`src/inc/eic_pkg.sv`:
```
// constants for the encoder index capture block
package eic_pkg;
  // register indices; byte address is four times the index
  localparam logic [7:0] IDX_CONFIG = 8'h07;
  localparam logic [7:0] IDX_INT_POS = 8'h21;
  localparam logic [7:0] IDX_INT_CAP = 8'h36;
  localparam logic [7:0] IDX_ENCODER_POS = 8'h50;
  localparam logic [7:0] IDX_ENC_CAP = 8'h51;
  localparam logic [7:0] IDX_REVS = 8'h5e;
  localparam logic [7:0] IDX_PRESET = 8'h5f;
  localparam int IDX_LSB = 2;
  localparam int IDX_MSB = 9;
  // encoder_config field positions
  localparam int CFG_CONT = 0;
  localparam int CFG_ONCE = 1;
  localparam int CFG_PRESET = 2;
  localparam int CFG_CAP_ENC = 3;
  localparam int CFG_CAP_INT = 4;
  localparam int CFG_MT_EN = 5;
  localparam int CFG_MT_SIGNED = 6;
  localparam int CFG_MT_CALC = 7;
  localparam int CFG_ABS_EN = 8;
  localparam int CFG_W = 9;
  localparam logic [CFG_W-1:0] CFG_RESET = 9'h000;
  // serial frame layout: revolution field first, then single-turn angle
  localparam int ST_BITS = 16;
  localparam int MT_BITS = 12;
  localparam int FRAME_BITS = ST_BITS + MT_BITS;
  localparam int REV_W = 32 - ST_BITS;
  // timing
  localparam int CLK_NS = 100;
  localparam int HALF_NS = 500;
  localparam int PAUSE_NS = 25000;
  localparam int HALF_CYC = (HALF_NS + CLK_NS - 1) / CLK_NS;
  localparam int PAUSE_CYC = (PAUSE_NS + CLK_NS - 1) / CLK_NS;
  localparam int CNT_W = 9;
  localparam int BIT_W = 5;
  localparam logic [1:0] HRESP_OKAY = 2'h0;
  typedef enum logic [2:0] {
    SSI_IDLE = 3'b000,
    SSI_START = 3'b001,
    SSI_BIT_HI = 3'b010,
    SSI_BIT_LO = 3'b011,
    SSI_PAUSE = 3'b100
  } eic_ssi_t;
endpackage

```
`src/core/eic_encoder_index_capture.sv`:
```
// encoder index capture, revolution handling and serial clock, AHB-Lite regs
//
// Added by the designer: the AHB-Lite register port.
`timescale 1ns/10ps
`default_nettype none

module eic_encoder_index_capture (
  // clock and reset
  input wire logic sys_clk,
  input wire logic arst_n,
  // ahb-lite slave
  input wire logic hsel,
  input wire logic [31:0] haddr,
  input wire logic [1:0] htrans,
  input wire logic hwrite,
  input wire logic [2:0] hsize,
  input wire logic [31:0] hwdata,
  input wire logic hready,
  output logic [31:0] hrdata,
  output logic hreadyout,
  output logic [1:0] hresp,
  // qualified index event
  input wire logic indexEvent,
  // ramp position steps
  input wire logic rampStep,
  input wire logic rampDir,
  // serial encoder
  output logic encSclk,
  input wire logic encData
);

  logic [1:0] rstPipe_q;
  logic rstN;

  always_ff @(posedge sys_clk or negedge arst_n) begin
    if (!arst_n) begin
      rstPipe_q <= 2'h0;
    end else begin
      rstPipe_q <= {rstPipe_q[0], 1'b1};
    end
  end
  assign rstN = rstPipe_q[1];

  // bus slave: zero wait states, read data sampled in address phase
  logic accept;
  logic [7:0] addrIdx;
  logic addrOk;
  logic wrPend_q;
  logic [7:0] wrIdx_q;
  logic [31:0] rdMux;
  logic [31:0] hrdata_q;

  assign accept = hsel & hready & htrans[1];
  assign addrIdx = haddr[eic_pkg::IDX_MSB:eic_pkg::IDX_LSB];
  assign addrOk = (haddr[31:eic_pkg::IDX_MSB+1] == '0) &&
                  (haddr[eic_pkg::IDX_LSB-1:0] == '0);
  assign hreadyout = 1'b1;
  assign hresp = eic_pkg::HRESP_OKAY;
  assign hrdata = hrdata_q;

  always_ff @(posedge sys_clk or negedge rstN) begin
    if (!rstN) begin
      wrPend_q <= 1'b0;
      wrIdx_q <= 8'h00;
    end else begin
      wrPend_q <= accept & hwrite & addrOk;
      wrIdx_q <= addrIdx;
    end
  end

  logic wrCfg, wrIntPos, wrEncPos, wrPreset;
  assign wrCfg = wrPend_q && (wrIdx_q == eic_pkg::IDX_CONFIG);
  assign wrIntPos = wrPend_q && (wrIdx_q == eic_pkg::IDX_INT_POS);
  assign wrEncPos = wrPend_q && (wrIdx_q == eic_pkg::IDX_ENCODER_POS);
  assign wrPreset = wrPend_q && (wrIdx_q == eic_pkg::IDX_PRESET);

  // configuration and index qualification
  logic [eic_pkg::CFG_W-1:0] cfg_q;
  logic cont, once, idxHit, presetFire, capEnc, capInt, onceClear;

  assign cont = cfg_q[eic_pkg::CFG_CONT];
  assign once = cfg_q[eic_pkg::CFG_ONCE];
  assign idxHit = indexEvent & (cont | once);
  assign presetFire = idxHit & cfg_q[eic_pkg::CFG_PRESET];
  assign capEnc = idxHit & cfg_q[eic_pkg::CFG_CAP_ENC];
  assign capInt = capEnc & cfg_q[eic_pkg::CFG_CAP_INT];
  // continuous mode leaves a pending once arm untouched
  assign onceClear = indexEvent & once & ~cont;

  always_ff @(posedge sys_clk or negedge rstN) begin
    if (!rstN) begin
      cfg_q <= eic_pkg::CFG_RESET;
    end else if (wrCfg) begin
      // software arming in the clearing cycle wins
      cfg_q <= hwdata[eic_pkg::CFG_W-1:0];
    end else if (onceClear) begin
      cfg_q[eic_pkg::CFG_ONCE] <= 1'b0;
    end
  end

  // internal ramp position and its capture
  logic [31:0] intPos_q, intCap_q;

  always_ff @(posedge sys_clk or negedge rstN) begin
    if (!rstN) begin
      intPos_q <= 32'h0;
    end else if (wrIntPos) begin
      intPos_q <= hwdata;
    end else if (rampStep) begin
      intPos_q <= rampDir ? intPos_q - 32'h1 : intPos_q + 32'h1;
    end
  end

  always_ff @(posedge sys_clk or negedge rstN) begin
    if (!rstN) begin
      intCap_q <= 32'h0;
    end else if (capInt) begin
      intCap_q <= intPos_q;
    end
  end

  // serial clock generator and receiver
  eic_pkg::eic_ssi_t ssiState_q;
  logic [eic_pkg::CNT_W-1:0] cnt_q;
  logic [eic_pkg::BIT_W-1:0] bitCnt_q;
  logic [eic_pkg::FRAME_BITS-1:0] shift_q;
  logic sclk_q, frameDone_q;

  assign encSclk = sclk_q;

  always_ff @(posedge sys_clk or negedge rstN) begin
    if (!rstN) begin
      ssiState_q <= eic_pkg::SSI_IDLE;
      cnt_q <= '0;
      bitCnt_q <= '0;
      sclk_q <= 1'b1;
      shift_q <= '0;
      frameDone_q <= 1'b0;
    end else begin
      frameDone_q <= 1'b0;
      case (ssiState_q)
        eic_pkg::SSI_IDLE: begin
          if (cfg_q[eic_pkg::CFG_ABS_EN]) begin
            // high to low on the clock requests a frame
            sclk_q <= 1'b0;
            cnt_q <= eic_pkg::CNT_W'(eic_pkg::HALF_CYC - 1);
            ssiState_q <= eic_pkg::SSI_START;
          end
        end
        eic_pkg::SSI_START: begin
          if (cnt_q == '0) begin
            sclk_q <= 1'b1;
            cnt_q <= eic_pkg::CNT_W'(eic_pkg::HALF_CYC - 1);
            bitCnt_q <= eic_pkg::BIT_W'(eic_pkg::FRAME_BITS - 1);
            ssiState_q <= eic_pkg::SSI_BIT_HI;
          end else begin
            cnt_q <= cnt_q - 1'b1;
          end
        end
        eic_pkg::SSI_BIT_HI: begin
          if (cnt_q == '0) begin
            // sample on the falling edge
            sclk_q <= 1'b0;
            shift_q <= {shift_q[eic_pkg::FRAME_BITS-2:0], encData};
            cnt_q <= eic_pkg::CNT_W'(eic_pkg::HALF_CYC - 1);
            ssiState_q <= eic_pkg::SSI_BIT_LO;
          end else begin
            cnt_q <= cnt_q - 1'b1;
          end
        end
        eic_pkg::SSI_BIT_LO: begin
          if (cnt_q == '0) begin
            sclk_q <= 1'b1;
            if (bitCnt_q == '0) begin
              frameDone_q <= 1'b1;
              cnt_q <= eic_pkg::CNT_W'(eic_pkg::PAUSE_CYC - 1);
              ssiState_q <= eic_pkg::SSI_PAUSE;
            end else begin
              bitCnt_q <= bitCnt_q - 1'b1;
              cnt_q <= eic_pkg::CNT_W'(eic_pkg::HALF_CYC - 1);
              ssiState_q <= eic_pkg::SSI_BIT_HI;
            end
          end else begin
            cnt_q <= cnt_q - 1'b1;
          end
        end
        eic_pkg::SSI_PAUSE: begin
          if (cnt_q == '0) begin
            ssiState_q <= eic_pkg::SSI_IDLE;
          end else begin
            cnt_q <= cnt_q - 1'b1;
          end
        end
        default: begin
          ssiState_q <= eic_pkg::SSI_IDLE;
        end
      endcase
    end
  end

  // revolution interpretation
  logic [eic_pkg::MT_BITS-1:0] mtRaw;
  logic [eic_pkg::ST_BITS-1:0] stRaw, angle_q, delta;
  logic [31:0] revs_q, revs_d, composite, composite_q;
  logic wrapFwd, wrapBwd;

  assign mtRaw = shift_q[eic_pkg::FRAME_BITS-1 -: eic_pkg::MT_BITS];
  assign stRaw = shift_q[eic_pkg::ST_BITS-1:0];
  assign delta = stRaw - angle_q;
  // valid only while consecutive angles differ by less than half a turn
  assign wrapFwd = ~delta[eic_pkg::ST_BITS-1] && (stRaw < angle_q);
  assign wrapBwd = delta[eic_pkg::ST_BITS-1] && (stRaw > angle_q);

  always_comb begin
    revs_d = 32'h0;
    if (cfg_q[eic_pkg::CFG_MT_EN]) begin
      if (cfg_q[eic_pkg::CFG_MT_SIGNED]) begin
        revs_d = 32'(signed'(mtRaw));
      end else begin
        revs_d = 32'(mtRaw);
      end
    end else if (cfg_q[eic_pkg::CFG_MT_CALC]) begin
      if (wrapFwd) begin
        revs_d = revs_q + 32'h1;
      end else if (wrapBwd) begin
        revs_d = revs_q - 32'h1;
      end else begin
        revs_d = revs_q;
      end
    end
  end

  assign composite = {revs_d[eic_pkg::REV_W-1:0], stRaw};

  always_ff @(posedge sys_clk or negedge rstN) begin
    if (!rstN) begin
      revs_q <= 32'h0;
      angle_q <= '0;
      composite_q <= 32'h0;
    end else if (frameDone_q) begin
      revs_q <= revs_d;
      angle_q <= stRaw;
      composite_q <= composite;
    end
  end

  // encoder position: absolute value plus an offset set by writes and presets
  logic [31:0] encPos_q, offset_q, preset_q, encCap_q;

  always_ff @(posedge sys_clk or negedge rstN) begin
    if (!rstN) begin
      preset_q <= 32'h0;
    end else if (wrPreset) begin
      preset_q <= hwdata;
    end
  end

  always_ff @(posedge sys_clk or negedge rstN) begin
    if (!rstN) begin
      encPos_q <= 32'h0;
      offset_q <= 32'h0;
    end else if (wrEncPos) begin
      encPos_q <= hwdata;
      offset_q <= hwdata - composite_q;
    end else if (presetFire) begin
      encPos_q <= preset_q;
      offset_q <= preset_q - composite_q;
    end else if (frameDone_q) begin
      encPos_q <= composite + offset_q;
    end
  end

  always_ff @(posedge sys_clk or negedge rstN) begin
    if (!rstN) begin
      encCap_q <= 32'h0;
    end else if (capEnc) begin
      encCap_q <= encPos_q;
    end
  end

  // read decode
  always_comb begin
    rdMux = 32'h0;
    if (!addrOk) begin
      rdMux = 32'h0;
    end else if (addrIdx == eic_pkg::IDX_CONFIG) begin
      rdMux = 32'(cfg_q);
    end else if (addrIdx == eic_pkg::IDX_INT_POS) begin
      rdMux = intPos_q;
    end else if (addrIdx == eic_pkg::IDX_INT_CAP) begin
      rdMux = intCap_q;
    end else if (addrIdx == eic_pkg::IDX_ENCODER_POS) begin
      rdMux = encPos_q;
    end else if (addrIdx == eic_pkg::IDX_ENC_CAP) begin
      rdMux = encCap_q;
    end else if (addrIdx == eic_pkg::IDX_REVS) begin
      rdMux = revs_q;
    end else if (addrIdx == eic_pkg::IDX_PRESET) begin
      rdMux = preset_q;
    end
  end

  always_ff @(posedge sys_clk or negedge rstN) begin
    if (!rstN) begin
      hrdata_q <= 32'h0;
    end else if (accept && !hwrite) begin
      hrdata_q <= rdMux;
    end
  end

endmodule // eic_encoder_index_capture

`default_nettype wire

```
`config.mk`:
```
export PLATFORM = sky130hd
export DESIGN_NAME = eic_encoder_index_capture
export DESIGN_NICKNAME = d
export VERILOG_FILES = /design/src/inc/eic_pkg.sv /design/src/core/eic_encoder_index_capture.sv
export SDC_FILE = /design/constraint.sdc
export NUM_CORES = 1
export LEC_CHECK = 0
export ABC_AREA = 1
export BUFFER_PORTS_ARGS = -buffer_cell sky130_fd_sc_hd__buf_2
export CELL_PAD_IN_SITES_DETAIL_PLACEMENT = 2
export CELL_PAD_IN_SITES_GLOBAL_PLACEMENT = 2
export CORE_MARGIN = 10
export CORE_UTILIZATION = 37
export DETAILED_ROUTE_END_ITERATION = 8
export PLACE_DENSITY_LB_ADDON = 0.1
export SYNTH_ARGS = -nofsm -noshare
export SYNTH_HDL_FRONTEND = slang
export SYNTH_SLANG_ARGS = --single-unit
```
`constraint.sdc`:
```
create_clock -name sys_clk -period 13 [get_ports sys_clk]
set_input_delay 1.95 -clock sys_clk [delete_from_list [all_inputs] [get_ports sys_clk]]
set_output_delay 1.95 -clock sys_clk [all_outputs]
set_load 0.005 [all_outputs]
```
==> flow_summary.json <==
{
  "detailed_place_hpwl_um": 75000,
  "route.antenna.remaining_nets": 0,
  "worst-r2r-cell-count": 24,
  "clock_h_tree_levels": 2,
  "r2r_setup_slack_ns": 7.62,
  "grt_start_max_net_pins": 71,
  "core.rowCount": 90,
  "critical_path.endpoint": "encPos_q[31]",
  "ios": 114,
  "initial_drc_count": 1389,
  "cp_cell_sequence": "ha_1 -> a21oi_1 -> o21ai_0 -> a21oi_2 -> nand2_1 -> inv_1 -> nand2_8 -> inv_4 -> nand2_1 -> nand2_1 -> nand2_1 -> o21ai_1 -> o21ai_1 -> ha_1 -> nand2_1 -> o21ai_0 -> a21oi_1 -> o211ai_1 -> a21oi_1 -> inv_1 -> nand3_1 -> nand3_1 -> nand2_1 -> a21oi_1",
  "layout_cell_share_with_drive_strength_beyond_1": 0.0973,
  "power.ir.vdd_worst_mv": 0.124,
  "flow.area_growth_from_synthesis_pct": 11.8,
  "gr-usage-all-layers": 0.273,
  "grt_pass1_vias": 24630,
  "postLayoutSetupSlackWorst_ns": 7.62,
  "die_h_um": 267,
  "setup_slack_placement_ns": 7.44,
  "final_cells": 3907,
  "hold_buffers": 0,
  "syn-instance-count": 3025,
  "timing.fmax_mhz": 186,
  "timing.rr.start": "shift_q[15]",
  "initial_core_util": 0.373,
  "antenna_found_initial": 1,
  "worst-endpoint-arrival_ns": 5.88,
  "synthesis.area_per_instance_um2": 7.45,
  "filler_cell_count": 7073,
  "synth_cell_type_count": 74,
  "post_cts_repair_setup_buffers": 0,
  "detail_route.first_pass.iterations": 5,
  "worstPathRequired_ns": 13.50,
  "timing.clock.skew_ns": 0.0161,
  "ys_ff_latch": 339,
  "pwr_density_cell_nw_per_um2": 169,
  "dieWidth_um": 267,
  "clock-root-buffer": "sky130_fd_sc_hd__clkbuf_16",
  "launching_element_type_of_the_critical_path": "register",
  "grt_setup_unrepaired": "false",
  "ys.flop_type": "sky130_fd_sc_hd__dfrtp_1",
  "design.die.area_um2": 71200,
  "worst_path_max_delay_cell": "sky130_fd_sc_hd__o21ai_0",
  "cpMostUsedCell": "sky130_fd_sc_hd__nand2_1",
  "core_area_um2": 60400,
  "finish.net_count": 3286,
  "hold_viol_final": 0,
  "post_drt_via_cell_ratio": 5.76,
  "clock_sinks": 339,
  "cts_tree": "done",
  "multiInputGateArea_um2": 12100,
  "yosys_warnings": 0,
  "async_flop_share": 1.00,
  "actual_slew_at_the_worst_max_slew_pin_ns": 1.12,
  "maxSlewViolCount": 0,
  "cts_resized": 0,
  "tns_ns": 0,
  "cts_buffers": 44,
  "final_critical_path_share_of_the_clock_period": 0.414,
  "total_power_mw": 4.26,
  "max_cap_violations": 0,
  "report.final.setup_viol": 0,
  "place.port_buffers": 106,
  "critical_path.endpoint_type": "register",
  "cts_max_path_buffers": 3,
  "grt_pass1_wl_um": 151000,
  "max_slew_margin": 0.251,
  "critical_path.max_fanout": 34,
  "remaining_drc_errors": 0,
  "worst_hold_check_slack_ns": 0.359,
  "run_status": "completed",
  "dr_total_vias": 22515,
  "numPlacedInstances": 3829,
  "leakage_power_nw": 12.2,
  "timing.critical_path.from": "shift_q[15]",
  "seqCellArea_um2": 8490,
  "hold_path.class": "reg -> reg",
  "clock_slew_seen_by_the_registers_of_the_worst_setup_and_hold_paths_ns": 0.06,
  "avgRoutedWirePerCell_um": 24.9,
  "place_congestion": 0.927,
  "critical_path.max_stage_delay_ns": 0.64,
  "crit_type": "reg -> reg",
  "worstSkewPairLatency_ns": 0.58,
  "layout_min_cycle_time_ns": 5.38,
  "grt_overflow_total": 0,
  "synth_edf_count": 0,
  "synth.yosys.seq_area_share": 0.377,
  "netlist_area_um2": 22500,
  "endpoint_of_the_most_critical_register_to_register_path": "encPos_q[31]",
  "drt-total-wl_um": 97200
}
stage by stage:
step | utilization | cell area (um^2)
4_1_cts | 0.417 | 25200
5_1_grt | 0.417 | 25200
6_report | 0.417 | 25200
3_5_place_dp | 0.394 | 23800
2_1_floorplan | - | 22500
3_3_place_gp | 0.394 | 23800
how the worst min path moves through the flow:
stage	start	end	cells past startpoint
final	rstPipe_q[0]	rstPipe_q[1]	0
after global routing	rstPipe_q[0]	rstPipe_q[1]	0
after CTS	rstPipe_q[0]	rstPipe_q[1]	0
after detailed placement	rstPipe_q[0]	rstPipe_q[1]	0
after global placement	rstPipe_q[0]	rstPipe_q[1]	0
after floorplan	rstPipe_q[0]	rstPipe_q[1]	0
power by group:
| part | switching [mW] | internal [mW] |
|---|---|---|
| sequential | 0.129 | 1.21 |
| clock | 0.508 | 0.730 |
| combinational | 1.16 | 0.518 |
| total | 1.80 | 2.46 |
kinds of logic after synthesis:
logic type	Yosys count	share of synthesized area
multiplexers	9	0.00450
adder cells (fa/ha/maj)	115	0.0649
XOR/XNOR	61	0.0237
AO/OA/AOI/OAI	867	0.230
AND/OR/NAND/NOR	1142	0.214
buffers and inverters	490	0.0861
flip-flops	339	0.377
other	2	0.000333
cell usage in the layout, fill, tap and decap left out, types with 6 or more instances in the layout:
cell type                   instances
sky130_fd_sc_hd__clkbuf_16         44
sky130_fd_sc_hd__o21ai_2            8
sky130_fd_sc_hd__a211oi_1          12
sky130_fd_sc_hd__a21o_1            11
sky130_fd_sc_hd__nand2_2            8
sky130_fd_sc_hd__nor2_2             8
sky130_fd_sc_hd__a22oi_2           12
sky130_fd_sc_hd__nor3_1            50
sky130_fd_sc_hd__inv_2             14
sky130_fd_sc_hd__nor2_1           217
sky130_fd_sc_hd__a22oi_1            7
sky130_fd_sc_hd__dfrtp_1          336
sky130_fd_sc_hd__o21ai_0          349
sky130_fd_sc_hd__xor2_1            42
sky130_fd_sc_hd__buf_2            106
sky130_fd_sc_hd__o22ai_1           27
sky130_fd_sc_hd__o21ai_1           32
sky130_fd_sc_hd__o211ai_1          39
sky130_fd_sc_hd__o21bai_1          22
sky130_fd_sc_hd__clkbuf_8          12
sky130_fd_sc_hd__nand2_1          669
sky130_fd_sc_hd__inv_1            360
sky130_fd_sc_hd__ha_1             112
sky130_fd_sc_hd__o2111ai_1          8
sky130_fd_sc_hd__mux2_2             9
sky130_fd_sc_hd__a221oi_1          16
sky130_fd_sc_hd__a31oi_1           24
sky130_fd_sc_hd__clkbuf_1           9
sky130_fd_sc_hd__a32o_1            11
sky130_fd_sc_hd__o221ai_1          42
sky130_fd_sc_hd__nand4_1           22
sky130_fd_sc_hd__a21oi_2            6
sky130_fd_sc_hd__xnor2_1           19
sky130_fd_sc_hd__o21a_1             7
sky130_fd_sc_hd__nand3_1          102
sky130_fd_sc_hd__a21oi_1          213
sky130_fd_sc_hd__nor4_1            23
sky130_fd_sc_hd__buf_4             25
sky130_fd_sc_hd__or2_2             11
sky130_fd_sc_hd__clkinv_2           6
critical path, delay by kind of cell, from the launching register on:
family / cells / cell delay (ns)
DFF: 1 / 0.47
adders and majority gates: 2 / 0.92
buffers and inverters: 3 / 0.76
and+or+nand+nor: 9 / 0.98
AOI/OAI and AO/OA: 10 / 2.12
sequential cells by signal, indices dropped and copies added (netlist names):
| signal | cells |
|---|---|
| intCap_q | 32 |
| composite_q | 1 |
| wrPend_q | 1 |
| frameDone_q | 1 |
| encSclk | 1 |
| intPos_q | 32 |
| revs_q | 32 |
| cfg_q | 9 |
| ssiState_q | 3 |
| offset_q | 32 |
| cnt_q | 9 |
| angle_q | 15 |
| encCap_q | 32 |
| rstPipe_q | 2 |
| hrdata | 32 |
| preset_q | 32 |
| shift_q | 28 |
| wrIdx_q | 8 |
| encPos_q | 32 |
| bitCnt_q | 5 |
cells in the mapped netlist (32+ instances only):
master | number | area [um^2]
sky130_fd_sc_hd__clkbuf_1 | 77 | 289
sky130_fd_sc_hd__inv_1 | 360 | 1350
sky130_fd_sc_hd__nor3_1 | 51 | 255
sky130_fd_sc_hd__nand2_1 | 671 | 2520
sky130_fd_sc_hd__nor2_1 | 218 | 818
sky130_fd_sc_hd__o211ai_1 | 39 | 293
sky130_fd_sc_hd__o21ai_1 | 32 | 160
sky130_fd_sc_hd__nand3_1 | 103 | 515
sky130_fd_sc_hd__ha_1 | 112 | 1400
sky130_fd_sc_hd__o221ai_1 | 42 | 368
sky130_fd_sc_hd__xor2_1 | 42 | 368
sky130_fd_sc_hd__dfrtp_1 | 338 | 8460
sky130_fd_sc_hd__a21oi_1 | 213 | 1070
sky130_fd_sc_hd__o21ai_0 | 349 | 1750
area by class of cell:
class,instances,area share
Inverter,379,0.0569
Tap cell,782,0.0388
Clock buffer,65,0.0516
Antenna cell,1,0.0000993
Clock inverter,12,0.00522
Multi-Input combinational cell,2198,0.482
Timing Repair Buffer,131,0.0285
Sequential cell,339,0.337
layer usage:
metal	routed length, um	global-route usage
met1	44800	0.363
met4	1880	0.0591
met2	47300	0.468
met5	0	0
met3	3230	0.0306
No activity file was read; power rests on OpenSTA's default activity.
